==> src/pkg/tccu_pkg.sv <==
package tccu_pkg;

  // register byte offsets
  localparam logic [7:0] TCCU_OFF_CTRL    = 8'h00;
  localparam logic [7:0] TCCU_OFF_MODE    = 8'h04;
  localparam logic [7:0] TCCU_OFF_FFCTRL  = 8'h08;
  localparam logic [7:0] TCCU_OFF_CMP0    = 8'h0C;
  localparam logic [7:0] TCCU_OFF_CMP1    = 8'h10;
  localparam logic [7:0] TCCU_OFF_CAP0    = 8'h14;
  localparam logic [7:0] TCCU_OFF_CAP1    = 8'h18;
  localparam logic [7:0] TCCU_OFF_COUNT   = 8'h1C;
  localparam logic [7:0] TCCU_OFF_STATUS  = 8'h20;
  localparam logic [7:0] TCCU_OFF_MASK    = 8'h24;
  localparam logic [7:0] TCCU_OFF_CMP0BUF = 8'h28;

  // control register fields
  localparam int TCCU_CTRL_RUN  = 0;
  localparam int TCCU_CTRL_DBUF = 1;
  localparam int TCCU_CTRL_SWCAP = 2;
  // mode register fields
  localparam int TCCU_MODE_EXTCLK = 0;
  localparam int TCCU_MODE_CPM_LO = 1;
  // flip-flop control fields
  localparam int TCCU_FF_T0   = 0;
  localparam int TCCU_FF_T1   = 1;
  localparam int TCCU_FF_TCAP = 2;
  localparam int TCCU_FF_SET  = 3;
  localparam int TCCU_FF_CLR  = 4;

  // status / mask bits
  localparam int TCCU_IRQ_CAP0  = 0;
  localparam int TCCU_IRQ_CAP1  = 1;
  localparam int TCCU_IRQ_MATCH = 2;
  localparam int TCCU_NIRQ      = 3;

  // prescaler divide ratio, 100 MHz down to the count tick
  localparam logic [7:0] TCCU_PRESC_DIV = 8'h04;

  localparam logic [1:0] TCCU_RESP_OKAY   = 2'h0;
  localparam logic [1:0] TCCU_RESP_SLVERR = 2'h2;

  // capture source selection
  typedef enum logic [1:0] {
    TCCU_CPM_OFF  = 2'h0,
    TCCU_CPM_A_UP = 2'h1,
    TCCU_CPM_A_BOTH = 2'h2,
    TCCU_CPM_GATE = 2'h3
  } tccu_cpm_t;

  // capture event pair
  typedef struct packed {
    logic cap0;
    logic cap1;
  } tccu_capev_t;

  // synchronised pin samples
  typedef struct packed {
    logic a;
    logic b;
    logic evt;
    logic gate;
  } tccu_pins_t;

  typedef enum {TCCU_W_IDLE, TCCU_W_RESP} tccu_wst_t;
  typedef enum {TCCU_R_IDLE, TCCU_R_DATA} tccu_rst_t;

endpackage

==> src/core/tccu_top.sv <==
// The address map and register access over AXI4-Lite are this design's own decisions.
`timescale 1ns/100ps
// Notes on behaviour
// - free-running 16-bit counter; input a rise captures zero
// - capture zero raises capture-zero interrupt
// - toggle bits 11 invert flip-flop on either match alone; coincident matches cancel
// - optional flip-flop inversion on capture zero
// - external pin may clock the counter
// - mode 11 captures on gating timer edges
// - input a rise/fall capture zero/one
// - capture-one interrupt on input a fall
// - input b rise captures one, interrupts
// - event mode counts external rising edges
// - double buffer loads compare zero on match one
module tccu_top
  import tccu_pkg::*;
(
  input  wire logic        aclk,
  input  wire logic        aresetn,
  // axi4-lite write address
  input  wire logic [7:0]  s_axi_awaddr,
  input  wire logic        s_axi_awvalid,
  output logic             s_axi_awready,
  // axi4-lite write data
  input  wire logic [31:0] s_axi_wdata,
  input  wire logic [3:0]  s_axi_wstrb,
  input  wire logic        s_axi_wvalid,
  output logic             s_axi_wready,
  // axi4-lite write response
  output logic [1:0]       s_axi_bresp,
  output logic             s_axi_bvalid,
  input  wire logic        s_axi_bready,
  // axi4-lite read address
  input  wire logic [7:0]  s_axi_araddr,
  input  wire logic        s_axi_arvalid,
  output logic             s_axi_arready,
  // axi4-lite read data
  output logic [31:0]      s_axi_rdata,
  output logic [1:0]       s_axi_rresp,
  output logic             s_axi_rvalid,
  input  wire logic        s_axi_rready,
  // pins
  input  wire logic        capture_input_a,
  input  wire logic        capture_input_b,
  input  wire logic        event_count_input,
  input  wire logic        gating_timer_output,
  output logic             output_flipflop,
  output logic             irq
);

  // whole state of the block
  typedef struct packed {
    tccu_wst_t   wst;
    tccu_rst_t   rst;
    logic        aw_got;
    logic        w_got;
    logic [7:0]  waddr;
    logic [31:0] wdata;
    logic [3:0]  wstrb;
    logic [1:0]  bresp;
    logic [31:0] rdata;
    logic [1:0]  rresp;
    logic [7:0]  pdiv;
    logic [15:0] up_counter;
    logic [2:0]  ctrl;
    logic [2:0]  timer_mode_reg;
    logic [2:0]  flipflop_control;
    logic [15:0] compare_reg_zero;
    logic [15:0] compare_reg_one;
    logic [15:0] cmp0_buf;
    logic [15:0] capture_reg_zero;
    logic [15:0] capture_reg_one;
    logic [TCCU_NIRQ-1:0] status;
    logic [TCCU_NIRQ-1:0] mask;
    logic        ff;
    logic        irq;
  } tccu_st_t;

  tccu_st_t   st_r;
  tccu_st_t   st_nxt;
  tccu_pins_t pins_in;    // raw pin bundle
  tccu_pins_t pins_rise;  // one-cycle rising edges
  tccu_pins_t pins_fall;  // one-cycle falling edges

  // apply byte strobes onto a register value
  function automatic logic [31:0] tccu_merge(input logic [31:0] old, input logic [31:0] nw,
                                             input logic [3:0] strb);
    logic [31:0] res;
    res = old;
    for (int i = 0; i < 4; i++) begin
      if (strb[i]) begin
        res[i*8 +: 8] = nw[i*8 +: 8];
      end
    end
    return res;
  endfunction

  // decode: true for a mapped offset
  function automatic logic tccu_mapped(input logic [7:0] a);
    case (a)
      TCCU_OFF_CTRL, TCCU_OFF_MODE, TCCU_OFF_FFCTRL, TCCU_OFF_CMP0, TCCU_OFF_CMP1,
      TCCU_OFF_CAP0, TCCU_OFF_CAP1, TCCU_OFF_COUNT, TCCU_OFF_STATUS, TCCU_OFF_MASK,
      TCCU_OFF_CMP0BUF: return 1'b1;
      default: return 1'b0;
    endcase
  endfunction

  assign pins_in = '{a: capture_input_a, b: capture_input_b, evt: event_count_input,
                     gate: gating_timer_output};

  // pins cross into aclk before anyone looks at them
  tccu_sync u_sync (
    .aclk      (aclk),
    .aresetn   (aresetn),
    .pins_in   (pins_in),
    .pins_sync (),
    .pins_rise (pins_rise),
    .pins_fall (pins_fall)
  );

  // main next-state logic: bus slave, counter, capture, compare, interrupts
  always_comb begin
    logic        tick;
    logic        match0;
    logic        match1;
    tccu_capev_t cev;
    tccu_cpm_t   cpm;
    logic [31:0] mrg;
    logic [31:0] rd;
    logic [TCCU_NIRQ-1:0] ev;
    logic        rd_status;
    tick      = 1'b0;
    match0    = 1'b0;
    match1    = 1'b0;
    cev       = '0;
    mrg       = '0;
    rd        = '0;
    ev        = '0;
    rd_status = 1'b0;
    st_nxt    = st_r;
    cpm       = tccu_cpm_t'(st_r.timer_mode_reg[TCCU_MODE_CPM_LO +: 2]);

    // count tick: prescaler enable or external rising edge
    if (st_r.pdiv == TCCU_PRESC_DIV - 8'h01) begin
      st_nxt.pdiv = '0;
    end else begin
      st_nxt.pdiv = st_r.pdiv + 8'h01;
    end
    if (st_r.ctrl[TCCU_CTRL_RUN]) begin
      if (st_r.timer_mode_reg[TCCU_MODE_EXTCLK]) begin
        tick = pins_rise.evt;
      end else begin
        tick = (st_r.pdiv == TCCU_PRESC_DIV - 8'h01);
      end
    end

    // compare matches fire on the tick that enters the matching value
    if (tick) begin
      st_nxt.up_counter = st_r.up_counter + 16'h0001;
      match0 = (st_r.up_counter + 16'h0001) == st_r.compare_reg_zero;
      match1 = (st_r.up_counter + 16'h0001) == st_r.compare_reg_one;
    end

    // capture sources by mode
    case (cpm)
      TCCU_CPM_A_UP: begin
        cev.cap0 = pins_rise.a;
        cev.cap1 = pins_rise.b;
      end
      TCCU_CPM_A_BOTH: begin
        cev.cap0 = pins_rise.a;
        cev.cap1 = pins_fall.a;
      end
      TCCU_CPM_GATE: begin
        cev.cap0 = pins_rise.gate;
        cev.cap1 = pins_fall.gate;
      end
      default: begin
        cev = '0;
      end
    endcase
    // latch the settled count, never a half-updated one
    if (cev.cap0) begin
      st_nxt.capture_reg_zero = st_r.up_counter;
    end
    if (cev.cap1) begin
      st_nxt.capture_reg_one = st_r.up_counter;
    end

    // output flip-flop: toggles when an odd number of enabled matches and toggle-enabled capture zero events fall in one cycle
    if ((match0 && st_r.flipflop_control[TCCU_FF_T0]) ^ (match1 && st_r.flipflop_control[TCCU_FF_T1])
        ^ (cev.cap0 && st_r.flipflop_control[TCCU_FF_TCAP])) begin
      st_nxt.ff = ~st_r.ff;
    end

    // double buffer shifts into compare zero on match one
    if (match1 && st_r.ctrl[TCCU_CTRL_DBUF]) begin
      st_nxt.compare_reg_zero = st_r.cmp0_buf;
    end

    ev[TCCU_IRQ_CAP0]  = cev.cap0;
    ev[TCCU_IRQ_CAP1]  = cev.cap1;
    ev[TCCU_IRQ_MATCH] = match1;

    // ---- write channel: take address and data in either order
    if (s_axi_awvalid && !st_r.aw_got && st_r.wst == TCCU_W_IDLE) begin
      st_nxt.aw_got = 1'b1;
      st_nxt.waddr  = s_axi_awaddr;
    end
    if (s_axi_wvalid && !st_r.w_got && st_r.wst == TCCU_W_IDLE) begin
      st_nxt.w_got = 1'b1;
      st_nxt.wdata = s_axi_wdata;
      st_nxt.wstrb = s_axi_wstrb;
    end
    case (st_r.wst)
      TCCU_W_IDLE: begin
        if (st_r.aw_got && st_r.w_got) begin
          st_nxt.aw_got = 1'b0;
          st_nxt.w_got  = 1'b0;
          st_nxt.wst    = TCCU_W_RESP;
          st_nxt.bresp  = tccu_mapped(st_r.waddr) ? TCCU_RESP_OKAY : TCCU_RESP_SLVERR;
          case (st_r.waddr)
            TCCU_OFF_CTRL: begin
              mrg = tccu_merge(32'(st_r.ctrl), st_r.wdata, st_r.wstrb);
              st_nxt.ctrl = mrg[2:0];
              // software capture into capture zero, self clearing
              if (mrg[TCCU_CTRL_SWCAP]) begin
                st_nxt.capture_reg_zero = st_r.up_counter;
                st_nxt.ctrl[TCCU_CTRL_SWCAP] = 1'b0;
              end
            end
            TCCU_OFF_MODE: begin
              mrg = tccu_merge(32'(st_r.timer_mode_reg), st_r.wdata, st_r.wstrb);
              st_nxt.timer_mode_reg = mrg[2:0];
            end
            TCCU_OFF_FFCTRL: begin
              mrg = tccu_merge(32'(st_r.flipflop_control), st_r.wdata, st_r.wstrb);
              st_nxt.flipflop_control = mrg[2:0];
              // force bits load the flip-flop, clear wins over set
              if (mrg[TCCU_FF_SET]) begin
                st_nxt.ff = 1'b1;
              end
              if (mrg[TCCU_FF_CLR]) begin
                st_nxt.ff = 1'b0;
              end
            end
            TCCU_OFF_CMP0: begin
              mrg = tccu_merge(32'(st_r.compare_reg_zero), st_r.wdata, st_r.wstrb);
              st_nxt.compare_reg_zero = mrg[15:0];
            end
            TCCU_OFF_CMP1: begin
              mrg = tccu_merge(32'(st_r.compare_reg_one), st_r.wdata, st_r.wstrb);
              st_nxt.compare_reg_one = mrg[15:0];
            end
            TCCU_OFF_MASK: begin
              mrg = tccu_merge(32'(st_r.mask), st_r.wdata, st_r.wstrb);
              st_nxt.mask = mrg[TCCU_NIRQ-1:0];
            end
            TCCU_OFF_CMP0BUF: begin
              mrg = tccu_merge(32'(st_r.cmp0_buf), st_r.wdata, st_r.wstrb);
              st_nxt.cmp0_buf = mrg[15:0];
            end
            default: begin
              mrg = '0;
            end
          endcase
        end
      end
      TCCU_W_RESP: begin
        if (s_axi_bready) begin
          st_nxt.wst = TCCU_W_IDLE;
        end
      end
      default: begin
        st_nxt.wst = TCCU_W_IDLE;
      end
    endcase

    // ---- read channel
    case (st_r.rst)
      TCCU_R_IDLE: begin
        if (s_axi_arvalid) begin
          case (s_axi_araddr)
            TCCU_OFF_CTRL:    rd = 32'(st_r.ctrl);
            TCCU_OFF_MODE:    rd = 32'(st_r.timer_mode_reg);
            TCCU_OFF_FFCTRL:  rd = 32'({st_r.ff, st_r.flipflop_control});
            TCCU_OFF_CMP0:    rd = 32'(st_r.compare_reg_zero);
            TCCU_OFF_CMP1:    rd = 32'(st_r.compare_reg_one);
            TCCU_OFF_CAP0:    rd = 32'(st_r.capture_reg_zero);
            TCCU_OFF_CAP1:    rd = 32'(st_r.capture_reg_one);
            TCCU_OFF_COUNT:   rd = 32'(st_r.up_counter);
            TCCU_OFF_STATUS: begin
              rd        = 32'(st_r.status);
              rd_status = 1'b1;
            end
            TCCU_OFF_MASK:    rd = 32'(st_r.mask);
            TCCU_OFF_CMP0BUF: rd = 32'(st_r.cmp0_buf);
            default:          rd = '0;
          endcase
          st_nxt.rdata = rd;
          st_nxt.rresp = tccu_mapped(s_axi_araddr) ? TCCU_RESP_OKAY : TCCU_RESP_SLVERR;
          st_nxt.rst   = TCCU_R_DATA;
        end
      end
      TCCU_R_DATA: begin
        if (s_axi_rready) begin
          st_nxt.rst = TCCU_R_IDLE;
        end
      end
      default: begin
        st_nxt.rst = TCCU_R_IDLE;
      end
    endcase

    // sticky status: read clears, a same-cycle event still sets
    if (rd_status) begin
      st_nxt.status = ev;
    end else begin
      st_nxt.status = st_r.status | ev;
    end
    st_nxt.irq = |(st_nxt.status & st_nxt.mask);
  end

  // single register stage for all state
  always_ff @(posedge aclk) begin
    if (!aresetn) begin
      st_r     <= '0;
      st_r.wst <= TCCU_W_IDLE;
      st_r.rst <= TCCU_R_IDLE;
    end else begin
      st_r <= st_nxt;
    end
  end

  // outputs straight from flip-flops
  assign s_axi_awready   = st_r.wst == TCCU_W_IDLE && !st_r.aw_got;
  assign s_axi_wready    = st_r.wst == TCCU_W_IDLE && !st_r.w_got;
  assign s_axi_bvalid    = st_r.wst == TCCU_W_RESP;
  assign s_axi_bresp     = st_r.bresp;
  assign s_axi_arready   = st_r.rst == TCCU_R_IDLE;
  assign s_axi_rvalid    = st_r.rst == TCCU_R_DATA;
  assign s_axi_rdata     = st_r.rdata;
  assign s_axi_rresp     = st_r.rresp;
  assign output_flipflop = st_r.ff;
  assign irq             = st_r.irq;

endmodule

==> src/core/tccu_sync.sv <==
`timescale 1ns/100ps
// two-stage synchroniser plus edge history for the external pins
module tccu_sync
  import tccu_pkg::*;
(
  input  wire logic       aclk,
  input  wire logic       aresetn,
  input  wire tccu_pins_t pins_in,
  output tccu_pins_t      pins_sync,
  output tccu_pins_t      pins_rise,
  output tccu_pins_t      pins_fall
);

  // all state of the synchroniser
  typedef struct packed {
    tccu_pins_t s1;    // first stage, read only by s2
    tccu_pins_t s2;    // second stage
    tccu_pins_t prev;  // delayed copy for edge detect
  } tccu_sync_st_t;

  tccu_sync_st_t st_r;
  tccu_sync_st_t st_nxt;

  // shift the pin samples along
  always_comb begin
    st_nxt      = st_r;
    st_nxt.s1   = pins_in;
    st_nxt.s2   = st_r.s1;
    st_nxt.prev = st_r.s2;
  end

  // register stage
  always_ff @(posedge aclk) begin
    if (!aresetn) begin
      st_r <= '0;
    end else begin
      st_r <= st_nxt;
    end
  end

  assign pins_sync = st_r.s2;
  assign pins_rise = st_r.s2 & ~st_r.prev;
  assign pins_fall = ~st_r.s2 & st_r.prev;

endmodule

==> config.mk <==
export PLATFORM = sky130hd
export DESIGN_NAME = tccu_top
export DESIGN_NICKNAME = d
export VERILOG_FILES = /design/src/pkg/tccu_pkg.sv /design/src/core/tccu_top.sv /design/src/core/tccu_sync.sv
export SDC_FILE = /design/constraint.sdc
export NUM_CORES = 1
export LEC_CHECK = 0
export ABC_AREA = 0
export BUFFER_PORTS_ARGS = -buffer_cell sky130_fd_sc_hd__buf_2
export CORE_ASPECT_RATIO = 1.5
export CORE_MARGIN = 3
export CORE_UTILIZATION = 31
export CTS_BUF_LIST = sky130_fd_sc_hd__clkbuf_8
export DETAILED_ROUTE_END_ITERATION = 6
export GPL_TIMING_DRIVEN = 0
export SYNTH_ARGS = -nofsm -noshare
export SYNTH_HDL_FRONTEND = slang
export SYNTH_HIERARCHICAL = 1
export SYNTH_SLANG_ARGS = --single-unit
==> constraint.sdc <==
create_clock -name aclk -period 2.77 [get_ports aclk]
set_input_delay 0.1385 -clock aclk [delete_from_list [all_inputs] [get_ports aclk]]
set_output_delay 0.1385 -clock aclk [all_outputs]
set_load 0.03 [all_outputs]
==> impl_metrics.json, run 1 <==
{
  "reg2regPathDepth": 9,
  "cp_slowest_cell": "nor4_4",
  "critical_path_arrival_ps": 3090,
  "min_period_ps": 2706,
  "drc": 0,
  "reg2reg_from": "st_r[117]",
  "pin_count": 106,
  "yosys_warnings": 6,
  "relSlewSlack": 0.4699,
  "die_area_sq_mm": 0.03192,
  "rrSetupSlack_ps": 60,
  "die_h_microns": 217.3,
  "grt_start_max_net_pins": 17,
  "ctsHtreeMaxLevel": 4,
  "vdd_drop_max_mv": 0.3115,
  "postRouteAntennaNets": 0,
  "drt_wl_total_mm": 25.37,
  "grt_first_pass_wirelength_mm": 39.63,
  "cts_tree": "built",
  "clkTransAtPathRegs_ps": 100,
  "path_class": "reg -> reg",
  "min_path_type": "in -> reg",
  "critPathMaxStageDelay_ps": 420,
  "antenna_cells": 0,
  "die_x_microns": 146.9,
  "fin_skew_ps": 13.41,
  "rsz0062_at_grt": "true",
  "grt_usage": 0.1577,
  "root_buffer": "clkbuf_8",
  "end_kind": "register",
  "timing.fmax_ghz": 0.3696,
  "cts_buffers": 17,
  "worst_setup_path_start_kind": "register",
  "drv_slew": 0,
  "period_share": 0.9768,
  "gp_congestion": 0.9307,
  "critPathMaxFanout": 10,
  "grt_antenna_before_repair": 0,
  "first_pass_iters": 5,
  "maxCapViolations": 0,
  "p_leak_nw": 4.222,
  "hp-start": "s_axi_awvalid",
  "nets": 1209,
  "post_drt_wl_per_cell_microns": 16.40,
  "routed_via_density": 4.838,
  "grt_pass1_vias": 7167,
  "vias": 7484,
  "setup_viol": 0,
  "core_area_sq_mm": 0.02900,
  "powerDensity_mw_per_mm2": 447.4,
  "run_status": "finished clean",
  "clkLatencyLatePin_ps": 500,
  "clock_sinks": 180,
  "syn2layout_area_growth_pct": 19.18,
  "cts_buffer_depth": 2,
  "min_path_cells": 4,
  "hold_viol": 0,
  "power.total_w": 0.004921,
  "mostFrequentLayoutCell": "dfxtp_1",
  "first_iter_violations": 494,
  "netlist_area_sq_mm": 0.009230,
  "rr_endpoint": "output_flipflop",
  "tightest_slew_ps": 795.2,
  "layout_common_cells": "dfxtp_1 (178), nor2b_1 (101), nand2_1 (90)",
  "crit_chain": "nor4_4 -> a41oi_2 -> buf_4 -> nor3_1 -> nand3_1 -> nor4_4 -> xnor2_2 -> nand4_1 -> nor3b_2",
  "syn-instance-count": 1002,
  "portBuffers": 68,
  "cp.required_ps": 3160,
  "syn_avg_cell_area_sq_um": 9.212,
  "drive_gt1_frac": 0.1867,
  "path_common_cell": "nor4_4",
  "rows": 76,
  "hold_end": "st_r[195]",
  "dp_hpwl_mm": 19.57,
  "postLayoutCoreUtil": 0.3793,
  "overflow": 0,
  "initial_core_util": 0.3182
}
[critical path, delay by kind of cell (launching register included)]
family          cells  cell delay, ps
compound gates      1             250
xor+xnor            1             180
buf+inv             1             240
flops               1             370
simple gates        6            1550
[worst max path at each step]
stage               cells after the start            start              end  slack, ps
floorplan                              10         st_r[98]  output_flipflop        110
global placement                        9  s_axi_araddr[1]  s_axi_rdata[10]       -380
detailed placement                      9  s_axi_araddr[1]  s_axi_rdata[10]       -390
CTS                                    10         st_r[98]  output_flipflop        0.4
global route                            9        st_r[117]         st_r[87]        -20
finish                                  9        st_r[117]  output_flipflop         60
[final cells by class]
class | instances | area (sq um)
fillers | 2944 | 18000
repair buffers | 106 | 713.2
inverters | 12 | 45.04
clock inverters | 14 | 155.1
flip-flops and latches | 180 | 3608
well taps | 390 | 488.0
plain buffers | 105 | 610.6
multi-input cells | 722 | 5132
clock buffers | 18 | 247.7
[layer usage]
layer | wire length [microns] | vias to the layer above | track usage
li1 | - | 3738 | -
met1 | 10520 | 3490 | 0.1867
met2 | 12790 | 217 | 0.2779
met3 | 1156 | 39 | 0.02854
met4 | 901 | 0 | 0.06934
met5 | 0 | - | 0
[stage by stage]
| stage | setup TNS [ps] | instance area (sq um) | instances | hold slack (ps) | setup slack [ps] |
|---|---|---|---|---|---|
| final | 0 | 11000 | 1547 | 110.7 | 64.29 |
| after detailed placement | -8543 | 10120 | 1477 | 352.9 | -389.9 |
| after global placement | -7777 | 10120 | 1477 | 347.6 | -378.1 |
| after global routing | -49.27 | 11000 | 1547 | 148.7 | -15.17 |
| after floorplan | 0 | 9294 | 1019 | 260.2 | 107.9 |
| after CTS | 0 | 10950 | 1544 | 81.89 | 0.3757 |
[flip-flops by register name, indices dropped and copies added (netlist names)]
signal / cells
st_r: 148
s_axi_rdata: 16
u_sync/pins_sync: 4
u_sync/st_nxt: 4
u_sync/st_r: 4
irq: 1
output_flipflop: 1
s_axi_bresp: 1
s_axi_rresp: 1
[report_power, final]
group / switching [W] / internal, W
clock: 0.00103 / 0.000833
combinational: 0.000220 / 0.000166
sequential: 0.0000449 / 0.00263
[timing repair]
item,in CTS,in global routing
gates resized for setup,11,7
setup buffers,0,3
hold buffers,35,0
setup endpoints to repair,24,32
pin swaps,1,5
endpoints found under the hold margin,35,0
(Power assumes the default switching activity.)
==> run 2, diff against run 1 <==
==> constraint.sdc (replaced) <==
create_clock -name aclk -period 2.36 [get_ports aclk]
set_input_delay 0.118 -clock aclk [delete_from_list [all_inputs] [get_ports aclk]]
set_output_delay 0.118 -clock aclk [all_outputs]
set_load 0.03 [all_outputs]
==> run 2 against run 1 <==
  * Hold slack improved by 6.5 ps
  * Critical path depth increased by 2
  * Core utilization increased by 1.4 points
  * Routed wire length increased by 4.3%
  * Sequential share of layout area decreased by 1.1 points
  * Setup slack got worse by 280 ps
  * The run now ends with negative setup slack left
  * Non-clock buffer count increased by 14
  * Largest power group unchanged
  * Via count increased by 1.3%
==> impl_metrics.json, run 2 (same netlist as run 1, synthesis figures left out) <==
{
  "run_status": "finished, violations left",
  "violations": "negative setup slack",
  "drc": 0,
  "period_share": 1.090,
  "placed_cells": 1477,
  "grt_pass1_vias": 7500,
  "grt_start_max_net_pins": 17,
  "post_drt_wl_per_cell_microns": 16.96,
  "pin_count": 106,
  "syn2layout_area_growth_pct": 23.45,
  "mostFrequentLayoutCell": "dfxtp_1",
  "pwr-share-clk": 0.391,
  "drv_slew": 0,
  "hold_viol": 0,
  "min_period_ps": 2572,
  "p_int_w": 0.004476,
  "design_area_sq_mm": 0.01139,
  "cts_tree": "built",
  "clkLatencyLatePin_ps": 490,
  "antenna_cells": 0,
  "vdd_drop_max_mv": 0.3224,
  "sequentialPowerShare": 0.531,
  "overflow": 0,
  "min_path_cells": 4,
  "setup_viol": 18,
  "instances_no_fill": 1560,
  "nFillCells": 2909,
  "routed_via_density": 4.862,
  "powerDensity_mw_per_mm2": 518.8,
  "core_area_sq_mm": 0.02900,
  "drt_wl_total_mm": 26.46,
  "min_path_type": "in -> reg",
  "worst_setup_path_start_kind": "register",
  "cp_slowest_cell": "a2111o_1",
  "place_area_sq_mm": 0.01015,
  "cts_buffers": 17,
  "gp_congestion": 0.9304,
  "rows": 76,
  "path_class": "reg -> reg",
  "grt_antenna_before_repair": 0,
  "cp.required_ps": 2740,
  "postRouteAntennaNets": 0,
  "layout_common_cells": "dfxtp_1 (174), nor2b_1 (101), nand2_1 (90)",
  "p_switching_w": 0.001436,
  "grt_first_pass_wirelength_mm": 41.33,
  "drive_gt1_frac": 0.2197,
  "tightest_slew_ps": 678.9,
  "vias": 7584,
  "hp-start": "s_axi_awvalid",
  "fin_setup_tns_ps": -2696,
  "critical_path_arrival_ps": 2950,
  "initial_core_util": 0.3182,
  "clock_sinks": 180,
  "largest_reg_flops": 148,
  "relSlewSlack": 0.5474,
  "nets": 1223,
  "die_h_microns": 217.3,
  "path_common_cell": "nor4_4",
  "largest-register": "st_r",
  "clkTransAtPathRegs_ps": 90,
  "maxCapViolations": 0,
  "root_buffer": "clkbuf_8",
  "cts_buffer_depth": 2,
  "dp_hpwl_mm": 19.80,
  "ctsHtreeMaxLevel": 4,
  "critPathMaxFanout": 4,
  "reg2reg_from": "st_r[98]",
  "fin_skew_ps": 10.98,
  "critPathMaxStageDelay_ps": 440,
  "die_area_sq_mm": 0.03192,
  "postLayoutCoreUtil": 0.3929,
  "power.total_w": 0.005912,
  "worst_slack_ps": -211.7,
  "timing.fmax_ghz": 0.3889,
  "grt_usage": 0.1652,
  "crit_chain": "ha_4 -> nand3_4 -> buf_12 -> nor4_4 -> buf_4 -> and3_1 -> a2111o_1 -> nor4_4 -> xnor2_2 -> nand4_1 -> nor3b_2",
  "rsz0062_at_grt": "true",
  "portBuffers": 68,
  "die_x_microns": 146.9,
  "reg2regPathDepth": 11,
  "p_sw_frac": 0.2429,
  "end_kind": "register",
  "first_pass_iters": 6,
  "first_iter_violations": 497,
  "cp-startpoint": "st_r[98]",
  "p_leak_nw": 4.440,
  "combPwrFrac": 0.078
}
## run 2: changes by cell type in the layout (fill, tap and decap cells not counted), moves of 4 or more
cell      delta
buf_4        +9
clkbuf_1     -6
buf_6        +5
nor3_1       -5
clkinv_4     -4
dfxtp_1      -4
dfxtp_2      +4
## run 2: layout make-up
cell class                 instances  area [sq um]  area share
timing repair buffer             122         898.4     0.07884
clock buffer                      19         261.5     0.02295
inverter                          12         45.04    0.003953
clock inverter                    12         162.7     0.01427
buffer                           103         636.9     0.05589
sequential                       180          3613      0.3171
tap                              390         488.0     0.04282
multi-input combinational        722          5289      0.4641
## run 2: timing repair
item                       4_1_cts  5_1_grt
cloned                           0        1
hold buffers                    38        0
pin swaps                       16       20
setup endpoints to repair       73       48
resized for setup               44       28
buffers inserted                16        0
hold endpoints to repair        40        0
## run 2: critical path: cells and delay by family (launching register included)
family / cells / cell delay, ps
simple gates: 6 / 1010
fa+ha+maj: 1 / 180
flops: 1 / 360
compound gates: 1 / 440
buf+inv: 2 / 280
xor+xnor: 1 / 180
## run 2: power by group through the flow
stage | Combinational, W | Sequential, W | Clock (W)
after global routing | 0.000511 | 0.00315 | 0.00247
final | 0.000463 | 0.00314 | 0.00231
after detailed placement | 0.000412 | 0.00321 | 0
after floorplan | 0.000276 | 0.00319 | 0
after CTS | 0.000464 | 0.00314 | 0.00237
after global placement | 0.000408 | 0.00321 | 0
## run 2: stage by stage
step	worst slack (ps)	hold slack, ps
4_1_cts	-229.0	79.12
6_report	-211.7	117.1
3_5_place_dp	-818.3	323.7
2_1_floorplan	-11.13	239.7
5_1_grt	-288.3	146.4
3_3_place_gp	-798.2	323.9
## run 2: per-layer routing
metal | global-route usage | wire, microns | vias up
li1 | - | - | 3770
met1 | 0.1900 | 10850 | 3555
met2 | 0.2965 | 13580 | 210
met3 | 0.02416 | 1093 | 49
met4 | 0.08364 | 935 | 0
met5 | 0 | 0 | -
## run 2: path summary, 6_finish.rpt
path	slack (ps)	end
setup / recovery	-210	output_flipflop
setup reg to reg	-210	output_flipflop
hold / removal	120	st_r[194]
hold reg to reg	450	u_sync/pins_sync[0]
==> run 3, diff against run 2 <==
--- a/config.mk
+++ b/config.mk
@@ -13,6 +13,7 @@
 export CTS_BUF_LIST = sky130_fd_sc_hd__clkbuf_8
 export DETAILED_ROUTE_END_ITERATION = 6
 export GPL_TIMING_DRIVEN = 0
+export HOLD_SLACK_MARGIN = 0.15
 export SYNTH_ARGS = -nofsm -noshare
 export SYNTH_HDL_FRONTEND = slang
 export SYNTH_HIERARCHICAL = 1
==> run 3 against run 2 <==
  * The flow finishes with violations (design-rule violations, negative setup slack)
  * Non-clock buffer count is 10 higher
  * Setup slack worse by 7.8 ps
  * Fmax is 0.30% lower
  * Count of clock-buffer cells in the layout stayed put
  * Combinational power is 3% higher
  * Clock power hardly changed
  * Critical path depth stayed put
==> impl_metrics.json, run 3 (same netlist as run 1, synthesis figures left out) <==
{
  "fin_skew_ps": 11.79,
  "rows": 76,
  "first_iter_violations": 506,
  "overflow": 0,
  "crit_chain": "ha_4 -> nand3_4 -> buf_12 -> nor4_4 -> buf_4 -> and3_1 -> a2111o_1 -> nor4_4 -> xnor2_2 -> nand4_1 -> nor3b_2",
  "largest-register": "st_r",
  "tightest_slew_ps": 678.7,
  "die_x_microns": 146.9,
  "ff_latch_area_sq_mm": 0.003613,
  "cts_buffer_depth": 2,
  "rsz0062_at_grt": "true",
  "worst_setup_path_start_kind": "register",
  "met1_usage": 0.1904,
  "vias": 7669,
  "run_status": "finished, violations left",
  "timing.fmax_ghz": 0.3877,
  "gr-max-usage-layer": "met2",
  "syn2layout_area_growth_pct": 24.54,
  "setup_viol": 18,
  "largest_reg_flops": 148,
  "pin_count": 106,
  "vdd_drop_max_mv": 0.3372,
  "path_class": "reg -> reg",
  "critPathMaxStageDelay_ps": 440,
  "hold_viol": 0,
  "grt_start_max_net_pins": 17,
  "relSlewSlack": 0.5476,
  "mostFrequentLayoutCell": "dfxtp_1",
  "postRouteAntennaNets": 0,
  "drc": 2,
  "end_kind": "register",
  "root_buffer": "clkbuf_8",
  "critPathMaxFanout": 4,
  "antenna_cells": 0,
  "use_met2": 0.2993,
  "violations": "design-rule violations, negative setup slack",
  "drt_wl_total_mm": 26.60,
  "cts_tree": "built",
  "die_h_microns": 217.3,
  "grt_first_pass_wirelength_mm": 41.59,
  "cts_buffers": 17,
  "min_period_ps": 2579,
  "drive_gt1_frac": 0.2178,
  "grt_pass1_vias": 7562,
  "grt_usage": 0.1661,
  "design_area_sq_mm": 0.01149,
  "nFillCells": 2907,
  "cp.required_ps": 2730,
  "routed_via_density": 4.885,
  "period_share": 1.093,
  "cp_slowest_cell": "a2111o_1",
  "worst_slack_ps": -219.4,
  "portBuffers": 68,
  "clkLatencyLatePin_ps": 490,
  "layout_common_cells": "dfxtp_1 (174), nor2b_1 (101), nand2_1 (90)",
  "nets": 1233,
  "post_drt_wl_per_cell_microns": 16.94,
  "grt_antenna_before_repair": 0,
  "power.total_w": 0.005923,
  "pre_cts_slack_ps": -818.3,
  "powerDensity_mw_per_mm2": 515.2,
  "cp_num_buf_inv": 2,
  "clkTransAtPathRegs_ps": 90,
  "dp_hpwl_mm": 19.80,
  "gp_congestion": 0.9304,
  "whs_ps": 200.1,
  "critical_path_arrival_ps": 2950,
  "clock_sinks": 180,
  "grt_util_met3": 0.02416,
  "core_area_sq_mm": 0.02900,
  "path_common_cell": "nor4_4",
  "ctsHtreeMaxLevel": 4,
  "p_leak_nw": 4.499,
  "first_pass_iters": 7,
  "drv_slew": 0,
  "maxCapViolations": 0,
  "cpLargestDelayFamily": "simple AND/OR/NAND/NOR gates",
  "initial_core_util": 0.3182,
  "die_area_sq_mm": 0.03192,
  "place_area_sq_mm": 0.01015,
  "fin_setup_tns_ps": -2702,
  "min_path_type": "in -> reg",
  "multi_input_area_sq_mm": 0.005289
}
-- run 3: layout make-up --
class                           instances  area share
Buffer                                103     0.05540
Clock buffer                           19     0.02275
Clock inverter                         12     0.01415
Inverter                               12    0.003919
Multi-Input combinational cell        722      0.4601
Sequential cell                       180      0.3144
Tap cell                              390     0.04245
Timing Repair Buffer                  132     0.08686
-- run 3: worst paths after layout --
check,startpoint,end,slack (ps),depth (start not counted)
worst max-delay path,st_r[98],output_flipflop,-220,11
worst min-delay path,s_axi_wvalid,st_r[166],200,4
worst max register to register,st_r[98],output_flipflop,-220,11
worst min register to register,u_sync/st_nxt[4],u_sync/pins_sync[0],450,1
-- run 3: worst register-to-register path, cell delays in order, from the launching register on --
cell and delay, ps:
dfxtp_4 360, ha_4 180, nand3_4 100, buf_12 120, nor4_4 50, buf_4 160, and3_1 170, a2111o_1 440
nor4_4 430, xnor2_2 180, nand4_1 100, nor3b_2 160
-- run 3: through the flow --
stage            util  cells
2_1_floorplan       -   1019
3_3_place_gp   0.3499   1477
3_5_place_dp   0.3499   1477
4_1_cts        0.3924   1571
5_1_grt        0.3963   1570
6_report       0.3963   1570
-- run 3: repair_timing --
item                                    4_1_cts  5_1_grt
endpoints found under the setup margin       73       48
setup buffers                                16        0
cloned                                        0        1
hold buffers                                 48        0
gates resized for setup                      44       28
pin swaps                                    16       20
hold endpoints to repair                     42        0
-- run 3: report_power, final --
part / total (W) / switching (W) / internal (W)
Clock: 0.00230 / 0.00111 / 0.00119
Sequential: 0.00314 / 0.0000542 / 0.00309
Combinational: 0.000478 / 0.000265 / 0.000213
Total: 0.00592 / 0.00143 / 0.00449
-- run 3: per-layer routing --
metal / part of all wire / vias up / routed length [microns]
li1: - / 3784 / -
met1: 0.41 / 3632 / 10850
met2: 0.52 / 204 / 13730
met3: 0.041 / 49 / 1089
met4: 0.035 / 0 / 932
met5: 0 / - / 0
